==> src/verilog/rtc_ctrl_pkg.sv <==
// shared constants for the calendar clock control and interval timer
package rtc_ctrl_pkg;
   // ----------------------------------------
   // register addresses
   // ----------------------------------------
   localparam logic [3:0] ADDR_CONTROL = 4'h0;
   localparam logic [3:0] ADDR_SETUP = 4'hf;
   // ----------------------------------------
   // control write latch positions
   // ----------------------------------------
   localparam int CTL_TIMER_HALT = 0;
   localparam int CTL_BANK_SEL = 1;
   localparam int CTL_CLOCK_HALT = 2;
   localparam int CTL_TEST = 3;
   // ----------------------------------------
   // status read positions
   // ----------------------------------------
   localparam int STAT_TIMER_FLAG = 0;
   localparam int STAT_CHANGED_FLAG = 3;
   // ----------------------------------------
   // calendar setup and interval fields
   // ----------------------------------------
   localparam int CAL_HOUR_MODE = 0;
   localparam int CAL_PM = 1;
   localparam int CAL_LEAP_LO = 2;
   localparam int IVL_REPEAT = 3;
   // ----------------------------------------
   // reset values
   // ----------------------------------------
   localparam logic [3:0] CONTROL_RESET = 4'h1;
   localparam logic [3:0] SETUP_RESET = 4'h0;
   localparam logic [3:0] INTERVAL_RESET = 4'h0;
   // ----------------------------------------
   // timing: 10 Hz setting pulse from 50 MHz
   // ----------------------------------------
   localparam int CLK_HZ = 50_000_000;
   localparam int SET_PULSE_HZ = 10;
   localparam int SET_PULSE_CYCLES = CLK_HZ / SET_PULSE_HZ;
   // interval lengths, in setting pulses (tenths of seconds)
   localparam logic [9:0] TICKS_0P1 = 10'd1;
   localparam logic [9:0] TICKS_0P5 = 10'd5;
   localparam logic [9:0] TICKS_1 = 10'd10;
   localparam logic [9:0] TICKS_5 = 10'd50;
   localparam logic [9:0] TICKS_10 = 10'd100;
   localparam logic [9:0] TICKS_30 = 10'd300;
   localparam logic [9:0] TICKS_60 = 10'd600;
endpackage

==> src/verilog/rtc_tick_if.sv <==
// carrier between the pulse divider and the control logic
`timescale 1ns/1ps
`default_nettype none
interface rtc_tick_if;
   logic set_pulse;
   logic run;
   modport source (output set_pulse, input run);
   modport sink (input set_pulse, output run);
endinterface
`default_nettype wire

==> src/verilog/rtc_ctrl.sv <==
// control, status and interval timer logic of the calendar clock
// What this block does
// (RULE1) address 15 reaches calendar setup when bank bit is 0, interval setup when 1
// (RULE2) calendar setup: bit0 hour mode, bit1 pm, bits 3:2 leap count
// (RULE3) leap count zero means leap year; processor reads and writes it
// (RULE4) interval code picks none, 0.1, 0.5, 1, 5, 10, 30, 60 seconds
// (RULE5) writing code zero clears interrupt and forces timer halt bit to one
// (RULE6) after a nonzero code, timer waits for halt bit written zero
// (RULE7) single mode stops at timeout until halt bit written zero again
// (RULE8) repeat mode keeps counting and interrupting with no processor help
// (RULE9) writing halt bit one stops and resets timer; restart gives full period
// (RULE10) address 0 writes four control latches, reads a separate status word
// (RULE11) control bit 3 one enters test mode, zero restores normal
// (RULE12) control bit 2 one halts time and zeros tenths; zero restarts
// (RULE13) control bit 0 zero runs timer, one halts and resets it
// (RULE14) status read: changed flag bit 3, zeros bits 2:1, timer flag bit 0
// (RULE15) setting pulse sets changed flag; only control read clears it
// (RULE16) timeout sets timer flag and drives interrupt low; control read clears both
// (RULE17) flags clear at end of read strobe and hold stable during read
// (RULE18) timeout during control read is kept and shown after the read
// (RULE19) setting pulse during control read leaves changed flag unchanged
// (RULE20) interval bit 3 zero single mode, one repeat mode
// (RULE21) time and changed flag step on the 10 Hz setting pulse
// (RULE22) pm bit reads zero morning, one afternoon
// (RULE23) 4-bit data, 4-bit address, active-low select, read and write strobes
`timescale 1ns/1ps
`default_nettype none
module rtc_ctrl #(
   // setting pulse spacing in clocks; the interval timer paces on the same count
   parameter int unsigned PULSE_CYCLES = rtc_ctrl_pkg::SET_PULSE_CYCLES
) (
   input wire logic clk,
   input wire logic reset,
   input wire logic cs_n,
   input wire logic rd_n,
   input wire logic wr_n,
   input wire logic [3:0] addr,
   input wire logic [3:0] data_in,
   output logic [3:0] data_out,
   output logic data_oe,
   output logic irq_out,
   output logic irq_oe,
   output logic test_mode,
   output logic clock_halted,
   output logic [3:0] tenths_count,
   input wire logic am_pm_toggle,
   input wire logic leap_advance
);
   // ----------------------------------------
   // pin synchronisers
   // ----------------------------------------
   logic [4:0] ctl_meta_reg;
   logic [4:0] ctl_sync_reg;
   logic [7:0] bus_meta_reg;
   logic [7:0] bus_sync_reg;
   logic [1:0] evt_meta_reg;
   logic [1:0] evt_sync_reg;
   logic [1:0] evt_last_reg;

   always_ff @(posedge clk) begin
      if (reset) begin
         ctl_meta_reg <= 5'h1f;
         ctl_sync_reg <= 5'h1f;
         bus_meta_reg <= 8'h00;
         bus_sync_reg <= 8'h00;
         evt_meta_reg <= 2'h0;
         evt_sync_reg <= 2'h0;
         evt_last_reg <= 2'h0;
      end else begin
         ctl_meta_reg <= {cs_n, rd_n, wr_n, 2'b11};
         ctl_sync_reg <= ctl_meta_reg;
         bus_meta_reg <= {addr, data_in};
         bus_sync_reg <= bus_meta_reg;
         evt_meta_reg <= {am_pm_toggle, leap_advance};
         evt_sync_reg <= evt_meta_reg;
         evt_last_reg <= evt_sync_reg;
      end
   end

   logic sel;
   logic rd_act;
   logic wr_act;
   logic [3:0] a_s;
   logic [3:0] d_s;
   assign sel = !ctl_sync_reg[4];
   assign a_s = bus_sync_reg[7:4];
   assign d_s = bus_sync_reg[3:0];
   // [RULE23]
   assign rd_act = sel && !ctl_sync_reg[3];
   assign wr_act = sel && !ctl_sync_reg[2];

   logic wr_last_reg;
   logic ctl_rd_last_reg;
   logic wr_pulse;
   logic ctl_rd_act;
   logic ctl_rd_end;
   assign ctl_rd_act = rd_act && a_s == rtc_ctrl_pkg::ADDR_CONTROL;
   assign wr_pulse = wr_act && !wr_last_reg;
   // clear at trailing edge of strobe, not leading [RULE17]
   assign ctl_rd_end = ctl_rd_last_reg && !ctl_rd_act;

   always_ff @(posedge clk) begin
      if (reset) begin
         wr_last_reg <= 1'b0;
         ctl_rd_last_reg <= 1'b0;
      end else begin
         wr_last_reg <= wr_act;
         ctl_rd_last_reg <= ctl_rd_act;
      end
   end

   // ----------------------------------------
   // registers
   // ----------------------------------------
   logic [3:0] control_reg;
   logic [3:0] calendar_setup_reg;
   logic [3:0] alarm_interval_setup_reg;
   logic wr_ctl;
   logic wr_cal;
   logic wr_ivl;
   logic ivl_zero_wr;
   assign wr_ctl = wr_pulse && a_s == rtc_ctrl_pkg::ADDR_CONTROL; // [RULE10]
   assign wr_cal = wr_pulse && a_s == rtc_ctrl_pkg::ADDR_SETUP
      && !control_reg[rtc_ctrl_pkg::CTL_BANK_SEL]; // [RULE1]
   assign wr_ivl = wr_pulse && a_s == rtc_ctrl_pkg::ADDR_SETUP
      && control_reg[rtc_ctrl_pkg::CTL_BANK_SEL]; // [RULE1]
   assign ivl_zero_wr = wr_ivl && d_s[2:0] == 3'b000;

   // a same-time control write takes priority over the zero interval write forcing halt
   always_ff @(posedge clk) begin
      if (reset) begin
         control_reg <= rtc_ctrl_pkg::CONTROL_RESET;
      end else if (wr_ctl) begin
         control_reg <= d_s; // [RULE11] [RULE12] [RULE13]
      end else if (ivl_zero_wr) begin
         control_reg[rtc_ctrl_pkg::CTL_TIMER_HALT] <= 1'b1; // [RULE5]
      end
   end

   always_ff @(posedge clk) begin
      if (reset) begin
         alarm_interval_setup_reg <= rtc_ctrl_pkg::INTERVAL_RESET;
      end else if (wr_ivl) begin
         alarm_interval_setup_reg <= d_s; // [RULE4] [RULE20]
      end
   end

   // leap count advances on year roll; pm toggles at 11:59 to 12:00 [RULE22]
   always_ff @(posedge clk) begin
      if (reset) begin
         calendar_setup_reg <= rtc_ctrl_pkg::SETUP_RESET;
      end else if (wr_cal) begin
         calendar_setup_reg <= d_s; // [RULE2] [RULE3]
      end else begin
         if (evt_sync_reg[1] && !evt_last_reg[1]) begin
            calendar_setup_reg[rtc_ctrl_pkg::CAL_PM] <= !calendar_setup_reg[rtc_ctrl_pkg::CAL_PM];
         end
         if (evt_sync_reg[0] && !evt_last_reg[0]) begin
            calendar_setup_reg[3:2] <= calendar_setup_reg[3:2] + 2'b01; // [RULE3]
         end
      end
   end

   // ----------------------------------------
   // setting pulse and tenths counter
   // ----------------------------------------
   rtc_tick_if tick ();
   assign tick.run = !control_reg[rtc_ctrl_pkg::CTL_CLOCK_HALT]; // [RULE12]
   rtc_tick_gen #(.PULSE_CYCLES(PULSE_CYCLES)) u_tick (
      .clk(clk),
      .reset(reset),
      .tick(tick.source)
   );

   always_ff @(posedge clk) begin
      if (reset || control_reg[rtc_ctrl_pkg::CTL_CLOCK_HALT]) begin
         tenths_count <= 4'h0; // [RULE12]
      end else if (tick.set_pulse) begin
         tenths_count <= (tenths_count == 4'h9) ? 4'h0 : tenths_count + 4'h1; // [RULE21]
      end
   end

   always_ff @(posedge clk) begin
      if (reset) begin
         test_mode <= 1'b0;
         clock_halted <= rtc_ctrl_pkg::CONTROL_RESET[rtc_ctrl_pkg::CTL_CLOCK_HALT];
      end else begin
         test_mode <= control_reg[rtc_ctrl_pkg::CTL_TEST]; // [RULE11]
         clock_halted <= control_reg[rtc_ctrl_pkg::CTL_CLOCK_HALT];
      end
   end

   // ----------------------------------------
   // interval timer
   // ----------------------------------------
   logic [9:0] ivl_len;
   always_comb begin
      unique case (alarm_interval_setup_reg[2:0]) // [RULE4]
         3'd1: ivl_len = rtc_ctrl_pkg::TICKS_0P1;
         3'd2: ivl_len = rtc_ctrl_pkg::TICKS_0P5;
         3'd3: ivl_len = rtc_ctrl_pkg::TICKS_1;
         3'd4: ivl_len = rtc_ctrl_pkg::TICKS_5;
         3'd5: ivl_len = rtc_ctrl_pkg::TICKS_10;
         3'd6: ivl_len = rtc_ctrl_pkg::TICKS_30;
         3'd7: ivl_len = rtc_ctrl_pkg::TICKS_60;
         3'd0: ivl_len = 10'd0;
      endcase
   end

   logic [9:0] ivl_count_reg;
   logic single_done_reg;
   logic timer_run;
   logic timeout;
   // timer paces on the free 10 Hz rate of its own so clock halt does not stop it
   logic [31:0] ivl_div_reg;
   logic ivl_tick;
   assign timer_run = !control_reg[rtc_ctrl_pkg::CTL_TIMER_HALT]
      && alarm_interval_setup_reg[2:0] != 3'b000 && !single_done_reg; // [RULE6] [RULE13]
   assign ivl_tick = ivl_div_reg == PULSE_CYCLES - 1;
   assign timeout = timer_run && ivl_tick && ivl_count_reg == ivl_len - 10'd1;

   always_ff @(posedge clk) begin
      if (reset || !timer_run) begin
         ivl_div_reg <= 32'h0000_0000; // [RULE9]
      end else if (ivl_tick) begin
         ivl_div_reg <= 32'h0000_0000;
      end else begin
         ivl_div_reg <= ivl_div_reg + 32'h0000_0001;
      end
   end

   always_ff @(posedge clk) begin
      if (reset || !timer_run) begin
         ivl_count_reg <= 10'd0; // [RULE9] [RULE13]
      end else if (timeout) begin
         ivl_count_reg <= 10'd0; // [RULE8]
      end else if (ivl_tick) begin
         ivl_count_reg <= ivl_count_reg + 10'd1;
      end
   end

   // single mode parks until a fresh zero is written to the halt bit
   always_ff @(posedge clk) begin
      if (reset) begin
         single_done_reg <= 1'b0;
      end else if (wr_ctl && !d_s[rtc_ctrl_pkg::CTL_TIMER_HALT]) begin
         single_done_reg <= 1'b0; // [RULE7]
      end else if (timeout && !alarm_interval_setup_reg[rtc_ctrl_pkg::IVL_REPEAT]) begin
         single_done_reg <= 1'b1; // [RULE7] [RULE20]
      end
   end

   // ----------------------------------------
   // status flags
   // ----------------------------------------
   logic changed_flag_reg;
   logic timer_flag_reg;
   logic pend_timeout_reg;

   // set wins over the trailing-edge clear
   always_ff @(posedge clk) begin
      if (reset) begin
         changed_flag_reg <= 1'b0;
      end else if (tick.set_pulse && !ctl_rd_act) begin
         changed_flag_reg <= 1'b1; // [RULE15] [RULE19] [RULE21]
      end else if (ctl_rd_end) begin
         changed_flag_reg <= 1'b0; // [RULE15] [RULE17]
      end
   end

   always_ff @(posedge clk) begin
      if (reset || ivl_zero_wr) begin
         pend_timeout_reg <= 1'b0;
      end else if (timeout && ctl_rd_act) begin
         pend_timeout_reg <= 1'b1; // [RULE18]
      end else if (!ctl_rd_act) begin
         pend_timeout_reg <= 1'b0;
      end
   end

   always_ff @(posedge clk) begin
      if (reset || ivl_zero_wr) begin
         timer_flag_reg <= 1'b0; // [RULE5]
      end else if ((timeout && !ctl_rd_act) || (pend_timeout_reg && !ctl_rd_act)) begin
         timer_flag_reg <= 1'b1; // [RULE16] [RULE18]
      end else if (ctl_rd_end) begin
         timer_flag_reg <= 1'b0; // [RULE16] [RULE17]
      end
   end

   // ----------------------------------------
   // pins
   // ----------------------------------------
   // open drain: only ever drive low
   always_ff @(posedge clk) begin
      if (reset) begin
         irq_out <= 1'b0;
         irq_oe <= 1'b0;
      end else begin
         irq_out <= 1'b0;
         irq_oe <= timer_flag_reg; // [RULE16]
      end
   end

   // status held during the whole control read [RULE17]
   always_ff @(posedge clk) begin
      if (reset) begin
         data_out <= 4'h0;
         data_oe <= 1'b0;
      end else begin
         data_oe <= rd_act;
         if (ctl_rd_act && !ctl_rd_last_reg) begin
            data_out <= {changed_flag_reg, 2'b00, timer_flag_reg}; // [RULE14]
         end else if (rd_act && a_s == rtc_ctrl_pkg::ADDR_SETUP) begin
            data_out <= control_reg[rtc_ctrl_pkg::CTL_BANK_SEL]
               ? alarm_interval_setup_reg : calendar_setup_reg; // [RULE1]
         end else if (!ctl_rd_act) begin
            data_out <= 4'h0;
         end
      end
   end

   // ----------------------------------------
   // checks
   // ----------------------------------------
   a_zero_code_halts: assert property (@(posedge clk) disable iff (reset)
      ivl_zero_wr && !wr_ctl |=> control_reg[0] && !timer_flag_reg) else $error("zero code did not halt"); // [RULE5]
   a_halt_blocks_timeout: assert property (@(posedge clk) disable iff (reset)
      control_reg[0] |-> !timeout) else $error("timeout while halted"); // [RULE13]
   a_single_parks: assert property (@(posedge clk) disable iff (reset)
      timeout && !alarm_interval_setup_reg[3] && !wr_ctl |=> !timer_run) else $error("single mode kept running"); // [RULE7]
   a_repeat_continues: assert property (@(posedge clk) disable iff (reset)
      timeout && alarm_interval_setup_reg[3] && !wr_ctl && !wr_ivl |=> timer_run) else $error("repeat stopped"); // [RULE8]
   a_flags_held_read: assert property (@(posedge clk) disable iff (reset)
      ctl_rd_act && $past(ctl_rd_act) |-> $stable(changed_flag_reg)) else $error("changed flag moved in read"); // [RULE19]
   a_no_irq_in_read: assert property (@(posedge clk) disable iff (reset)
      ctl_rd_act && $past(ctl_rd_act) && !$past(timer_flag_reg) |-> !timer_flag_reg) else $error("irq during read"); // [RULE18]
   a_read_end_clears: assert property (@(posedge clk) disable iff (reset)
      ctl_rd_end && !timeout && !pend_timeout_reg && !tick.set_pulse |=> !timer_flag_reg && !changed_flag_reg)
      else $error("flags not cleared"); // [RULE17]
   a_irq_follows_flag: assert property (@(posedge clk) disable iff (reset)
      timer_flag_reg |=> irq_oe && !irq_out) else $error("irq pin not low"); // [RULE16]
   a_halt_zeros_tenths: assert property (@(posedge clk) disable iff (reset)
      control_reg[2] |=> tenths_count == 4'h0) else $error("tenths not reset"); // [RULE12]
endmodule
`default_nettype wire

==> src/verilog/rtc_tick_gen.sv <==
// divider making the one-cycle 10 Hz clock setting pulse
`timescale 1ns/1ps
`default_nettype none
module rtc_tick_gen #(
   parameter int unsigned PULSE_CYCLES = rtc_ctrl_pkg::SET_PULSE_CYCLES
) (
   input wire logic clk,
   input wire logic reset,
   rtc_tick_if.source tick
);
   logic [31:0] count_reg;

   // halting clears the phase so a restart gives a whole tenth [RULE12]
   always_ff @(posedge clk) begin
      if (reset || !tick.run) begin
         count_reg <= 32'h0000_0000;
         tick.set_pulse <= 1'b0;
      end else if (count_reg == PULSE_CYCLES - 1) begin
         count_reg <= 32'h0000_0000;
         tick.set_pulse <= 1'b1; // [RULE21]
      end else begin
         count_reg <= count_reg + 32'h0000_0001;
         tick.set_pulse <= 1'b0;
      end
   end

   a_pulse_single: assert property (@(posedge clk) disable iff (reset)
      tick.set_pulse |=> !tick.set_pulse) else $error("setting pulse longer than one cycle"); // [RULE21]
endmodule
`default_nettype wire

==> config.mk <==
export PLATFORM = sky130hd
export DESIGN_NAME = rtc_ctrl
export DESIGN_NICKNAME = d
export VERILOG_FILES = /design/src/verilog/rtc_ctrl_pkg.sv /design/src/verilog/rtc_tick_if.sv /design/src/verilog/rtc_ctrl.sv /design/src/verilog/rtc_tick_gen.sv
export SDC_FILE = /design/constraint.sdc
export NUM_CORES = 1
export LEC_CHECK = 0
export BUFFER_PORTS_ARGS = -buffer_cell sky130_fd_sc_hd__buf_2
export CAP_MARGIN = 0
export CORE_MARGIN = 3
export CORE_UTILIZATION = 61
export CTS_BUF_LIST = sky130_fd_sc_hd__clkbuf_4 sky130_fd_sc_hd__clkbuf_8 sky130_fd_sc_hd__clkbuf_16
export DETAILED_ROUTE_END_ITERATION = 7
export PLACE_DENSITY = 0.78
export SYNTH_ARGS = -nofsm -noshare
export SYNTH_HDL_FRONTEND = slang
export SYNTH_HIERARCHICAL = 1
export SYNTH_SLANG_ARGS = --single-unit
==> constraint.sdc <==
create_clock -name clk -period 3.3 [get_ports clk]
set_input_delay 0.66 -clock clk [delete_from_list [all_inputs] [get_ports clk]]
set_output_delay 0.66 -clock clk [all_outputs]
set_load 0.02 [all_outputs]
* Word level (Yosys, flattened, before mapping)
Memory sizes are Yosys's and may differ from the RTL's. A register that Yosys moved wholly into a read port is not among the register bits. Index checks and enable logic that the tools add are counted. Widths: inputs -> output; s select.
Storage, ports and cells: flip-flop bits (word level) 137, latch bits 0, bits in writable memories 0, ROM bits 72, logic and storage cells 120, memories kept 1
Memory list:
- (name not given) | words 8, width 9, rd ports 1, clocked after Yosys merged registers in 1, wr ports 0, line rtc_ctrl.sv:198 | unique case (alarm_interval_setup_reg[2:0])
Cells by class: add/sub/neg operators 6, $mul 0, divide/modulo/power cells 0, magnitude comparators 0, equal/unequal tests 8, shift-type cells 0, multiplexer cells 18, bitwise operators 0, reductions and logical operators 56
Operator list (number):
- $add 32x1->32 const B | 2
- $eq 32x23->1 const B | 2
- $logic_and 1x1->1 | 24
- $mux 4 | 5
- $logic_not 1->1 | 15
- $add 10x1->10 const B | 1
- $eq 10x10->1 | 1
- $reduce_bool 2->1 | 5
- $reduce_or 2->1 | 5
- $sub 10x1->10 const B | 1
- $mux 1 | 9
- $mux 3 | 3
- $eq 4x4->1 const B | 2
- $add 4x1->4 const B | 1
- $logic_not 4->1 | 1
- $logic_or 1x1->1 | 4
- $ne 2x1->1 const B | 2
- $logic_not 3->1 | 1
- $ne 3x1->1 const B | 1
- $reduce_bool 3->1 | 1
- $add 2x1->2 const B | 1
- $mux 2 | 1

* Logic depth before layout (Yosys ltp)
depth after elaboration 8, mapped depth 9, gate-level depth less buffers 8

* By module
Netlist, hierarchy kept.
Modules (own cells, without submodules):
- rtc_ctrl | times used 1, cells an instance 491, area an instance 4520.6 um2, sequential area each 2182.1 um2
- rtc_tick_gen | times used 1, cells an instance 181, area an instance 1616.6 um2, sequential area each 660.6 um2

* Worst setup path before layout
OpenSTA, ideal clock, no wires.
kind reg2reg, from register ivl_len[0] (netlist name), to register timer_flag_reg, library setup time 0.070 ns, arrival time 2.213 ns, data required time 3.230 ns, setup slack 1.017 ns, cell stages (with the launch flop) 7, buffers on the path 0, cells stage by stage dfxtp_1 or4_4 or4b_1 o32ai_1 a22oi_1 or4_1 a21oi_1
Between the ends: word-level cells in the longest chain between the ends 6, elaborated cells on any way between the ends 7
Ends and longest elaborated chain:
- $sub 10x1->10 (*) | line rtc_ctrl.sv:220 | assign timeout = timer_run && ivl_tick && ivl_count_reg == ivl_len - 10'd1;
- $eq 10x10->1 (*) | line rtc_ctrl.sv:220
- $logic_and 1x1->1 (*) | line rtc_ctrl.sv:220
- $logic_and 1x1->1 (*) | line rtc_ctrl.sv:284 | end else if ((timeout && !ctl_rd_act) || (pend_timeout_reg && !ctl_rd_act)) begin
- $logic_or 1x1->1 (*) | line rtc_ctrl.sv:284
- $mux 1 / $reduce_bool 2->1 (equally long branches)
- to (signal assigned) | line rtc_ctrl.sv:283 | timer_flag_reg <= 1'b0;
- to (signal assigned) | line rtc_ctrl.sv:285 | timer_flag_reg <= 1'b1;
- to (signal assigned) | line rtc_ctrl.sv:287 | timer_flag_reg <= 1'b0;
- to (decl) | line rtc_ctrl.sv:257 | logic timer_flag_reg;
Mark *: on every way between the ends. The rest lies on a longest branch, timed or not. A chain may end at the register's enable or synchronous reset.

* Worst setup path after layout
from register ivl_len[0] (netlist name), to register timer_flag_reg
Between the ends: word-level cells in the longest chain between the ends 6, elaborated cells on any way between the ends 7
Ends and longest elaborated chain (line):
- $sub 10x1->10 (*) | rtc_ctrl.sv:220
- $eq 10x10->1 (*) | rtc_ctrl.sv:220
- $logic_and 1x1->1 (*) | rtc_ctrl.sv:220
- $logic_and 1x1->1 (*) | rtc_ctrl.sv:284
- $logic_or 1x1->1 (*) | rtc_ctrl.sv:284
- $mux 1 / $reduce_bool 2->1 (equally long branches)
Marks and branches as above.

==> impl_results.md <==
- Status: finished, final reports clean
- Reg clk slew, reported paths: 0.07 ns
- Crit path buf inv count: 1
- Hold Crit Class: input port to flop
- DP Wirelength: about 8300 µm
- Starting DRT DRC Count: roughly 250
- Part of the Yosys area used for sequential elements: 0.4632
- CP arrival: approximately 3.1 ns
- CP Capture Type: flop
- Initial core utilization: 0.6458
- CP required: between 3 and 4 ns
- Ratio of cells with drive above 1 in the final layout: 0.1388
- Leakage power: roughly 2.5 nW
- GRT overflow: 0
- Headroom to the max-slew limit: 0.4713
- Final nets: 716
- Setup bufs post-CTS: 0
- DP Worst Slack: 0.7807 ns
- Vias in the first global route: 4681
- CP startpoint kind: flop
- Core Region: 9503 µm²
- Slowest CP cell: nor4b_1
- Crit path cell chain: inv_1 > ha_1 > nor4b_1 > nand2_1 > o32ai_1 > a22oi_1 > or4_1 > a21oi_1
- GPL Wtd Cong: slightly above 0.9
- Post-Layout Cell Count: 835
- PwrDens: 523.4 nW/µm²
- Placed cells: 803
- CTS Buffer Depth: 2
- Max-slew violations: 0
- Area grow syn2layout: 12.80%
- Hold path start: cs_n
- Hold Crit Endpoint: ctl_meta_reg[4]
- Clk sinks: 142
- Cells after Synth: 672
- Root buf cell: clkbuf_8
- FF-to-FF path depth: 8
- Part of the cycle the worst path needs: 0.7863
- CP top delay family: simple AND/OR/NAND/NOR gates
- RSZ-0062 raised after global routing: no
- R2r setup slk: about 0.7 ns
- Pin count of the biggest net entering global routing: 46
- Worst-Skew Late Latency: 0.53 ns
- Initial antenna violation count: 0
- Drt first pass iters: 4
- Final Hold Fails: 0
- Post-synth EDFFs: 0
- Routed wire per std cell: around 15 µm
- Vias per cell: around 5.8
- Hold path cells: 2
- Die W: approximately 110 µm
- Fill cells: between 700 and 800
- Post-DP Area: approximately 6300 µm²
- PortBufs: 26
- Fin area: 6923 µm²
- Via Count: 4816
- Max rail drop VDD: a little over 500 µV
- Setup ws final: approximately 0.71 ns
- Main synth FF type: dfxtp_1
- Final wirelength: ~12000 µm
- Post-cts sizing count: 0
- Ys Warns: 6
- F_max: roughly 390 MHz
- Post-synth cell types: 55
- Cts bufs inserted: 17
- DRC viols: 0
- Total die area: approximately 11000 µm²
- Total global routing track utilization: 0.2262
- Least-Margin Pin Slew: slightly below 0.8 ns
- CP max stage delay: 0.66 ns
- Ant. Diodes: 0
- Utilization after layout: 0.7285
- RR Endpoint: timer_flag_reg
- Die Ht: 106.3 µm
- Post-synthesis cell area: 6137 µm²
- Power, Total: 3.623 mW
- CTS tree: built
- Synth Register Bits: ~140
- Synthesized Nets: a little under 700
- Cts hold-fix bufs: 0
- H-tree levels: 4
- Final-report setup violation count: 0
- Antenna-violating nets left: 0
- TNS Setup: 0 ns
- Final hold slack: about 0.31 ns
- CP max FO: 5
- Maxcap violations: 0
- IO Pins: 28
- Ys async rst share: 0
- Fin crit period: 2.595 ns
- Reg-to-reg startpoint: ivl_len[0]
- Syn Area/Cell: slightly above 9 µm²
- Setup CP Type: flop to flop
- Wire length of the first global-routing pass: 21020 µm
- Clock Skews: ~0.013 ns
- FP Rows: 35
## cell families (layout without fill, tap and decap cells)
group,count (synthesis),count (layout),synth area share
buf+inv,47,81,0.03221
xor+xnor,62,62,0.08848
fa+ha+maj,8,8,0.01631
mux,17,17,0.02895
simple gates,319,319,0.2913
other cells,1,1,0.0006110
compound gates,76,76,0.07890
flops,142,142,0.4632
## placed cells by master, fill, tap and decap left out, types with 8 or more instances in the layout
cell type  count
a21oi_1       28
and3_1        10
buf_2         26
clkbuf_16     16
dfxtp_1      142
ha_1           8
inv_1         16
mux2i_1       11
nand2_1       30
nand3_1       26
nand4_1       24
nor2_1        77
nor2b_1       32
nor3_1        32
nor4_1        13
o21ai_0       17
o31ai_1       11
or3_1         14
or4_1         13
xnor2_1       28
xor2_1        34
## synth_stat cells (all sizes together), types with 10 or more instances
library cell / instances / area [µm²]
dfxtp: 142 / 2843
nor2: 77 / 289.0
xor2: 34 / 297.8
a21oi: 33 / 183.9
nor2b: 32 / 200.2
nor3: 32 / 160.2
nand2: 30 / 112.6
xnor2: 28 / 245.2
nand3: 27 / 140.1
nand4: 25 / 162.6
clkbuf: 21 / 78.83
or4: 20 / 176.4
o21ai: 17 / 85.08
inv: 16 / 60.06
nor4: 15 / 106.4
or3: 14 / 87.58
o31ai: 12 / 103.9
mux2i: 11 / 110.1
and3: 10 / 62.56
buf: 10 / 58.80
## layout make-up
type,instances,area (µm²),area share
Multi-Input combinational cell,483,3097,0.4473
Sequential cell,142,2843,0.4106
Timing Repair Buffer,33,182.7,0.02639
Tap cell,129,161.4,0.02331
Clock inverter,15,165.2,0.02386
Inverter,16,60.06,0.008675
Clock buffer,17,414.1,0.05982
## worst reg2reg max path, cell delays in order, from the launching register on
cell,delay (ns)
dfxtp_1,0.34
inv_1,0.07
ha_1,0.21
nor4b_1,0.66
nand2_1,0.13
o32ai_1,0.32
a22oi_1,0.14
or4_1,0.53
a21oi_1,0.13
## worst max-delay path by stage
| stage | start | end | slack (ns) | cells past startpoint |
|---|---|---|---|---|
| 2_1_floorplan | ivl_len[0] | timer_flag_reg | 1.02 | 6 |
| 3_3_place_gp | ivl_len[0] | timer_flag_reg | 0.93 | 8 |
| 3_5_place_dp | ivl_len[0] | timer_flag_reg | 0.78 | 8 |
| 4_1_cts | ivl_len[0] | timer_flag_reg | 0.75 | 8 |
| 5_1_grt | ivl_len[0] | timer_flag_reg | 0.43 | 8 |
| 6_report | ivl_len[0] | timer_flag_reg | 0.71 | 8 |
## layer usage
layer	vias up	track usage	share of wire
li1	2421	-	-
met1	2261	0.2777	0.45
met2	118	0.3860	0.49
met3	16	0.06132	0.044
met4	0	0.07216	0.014
met5	-	0	0
## power breakdown
part           internal [mW]  total (mW)  switching [mW]
logic                 0.0275      0.0616          0.0341
registers               1.73        1.75          0.0116
clock network          0.980        1.82           0.836
Power figures use the tool's default switching activity.
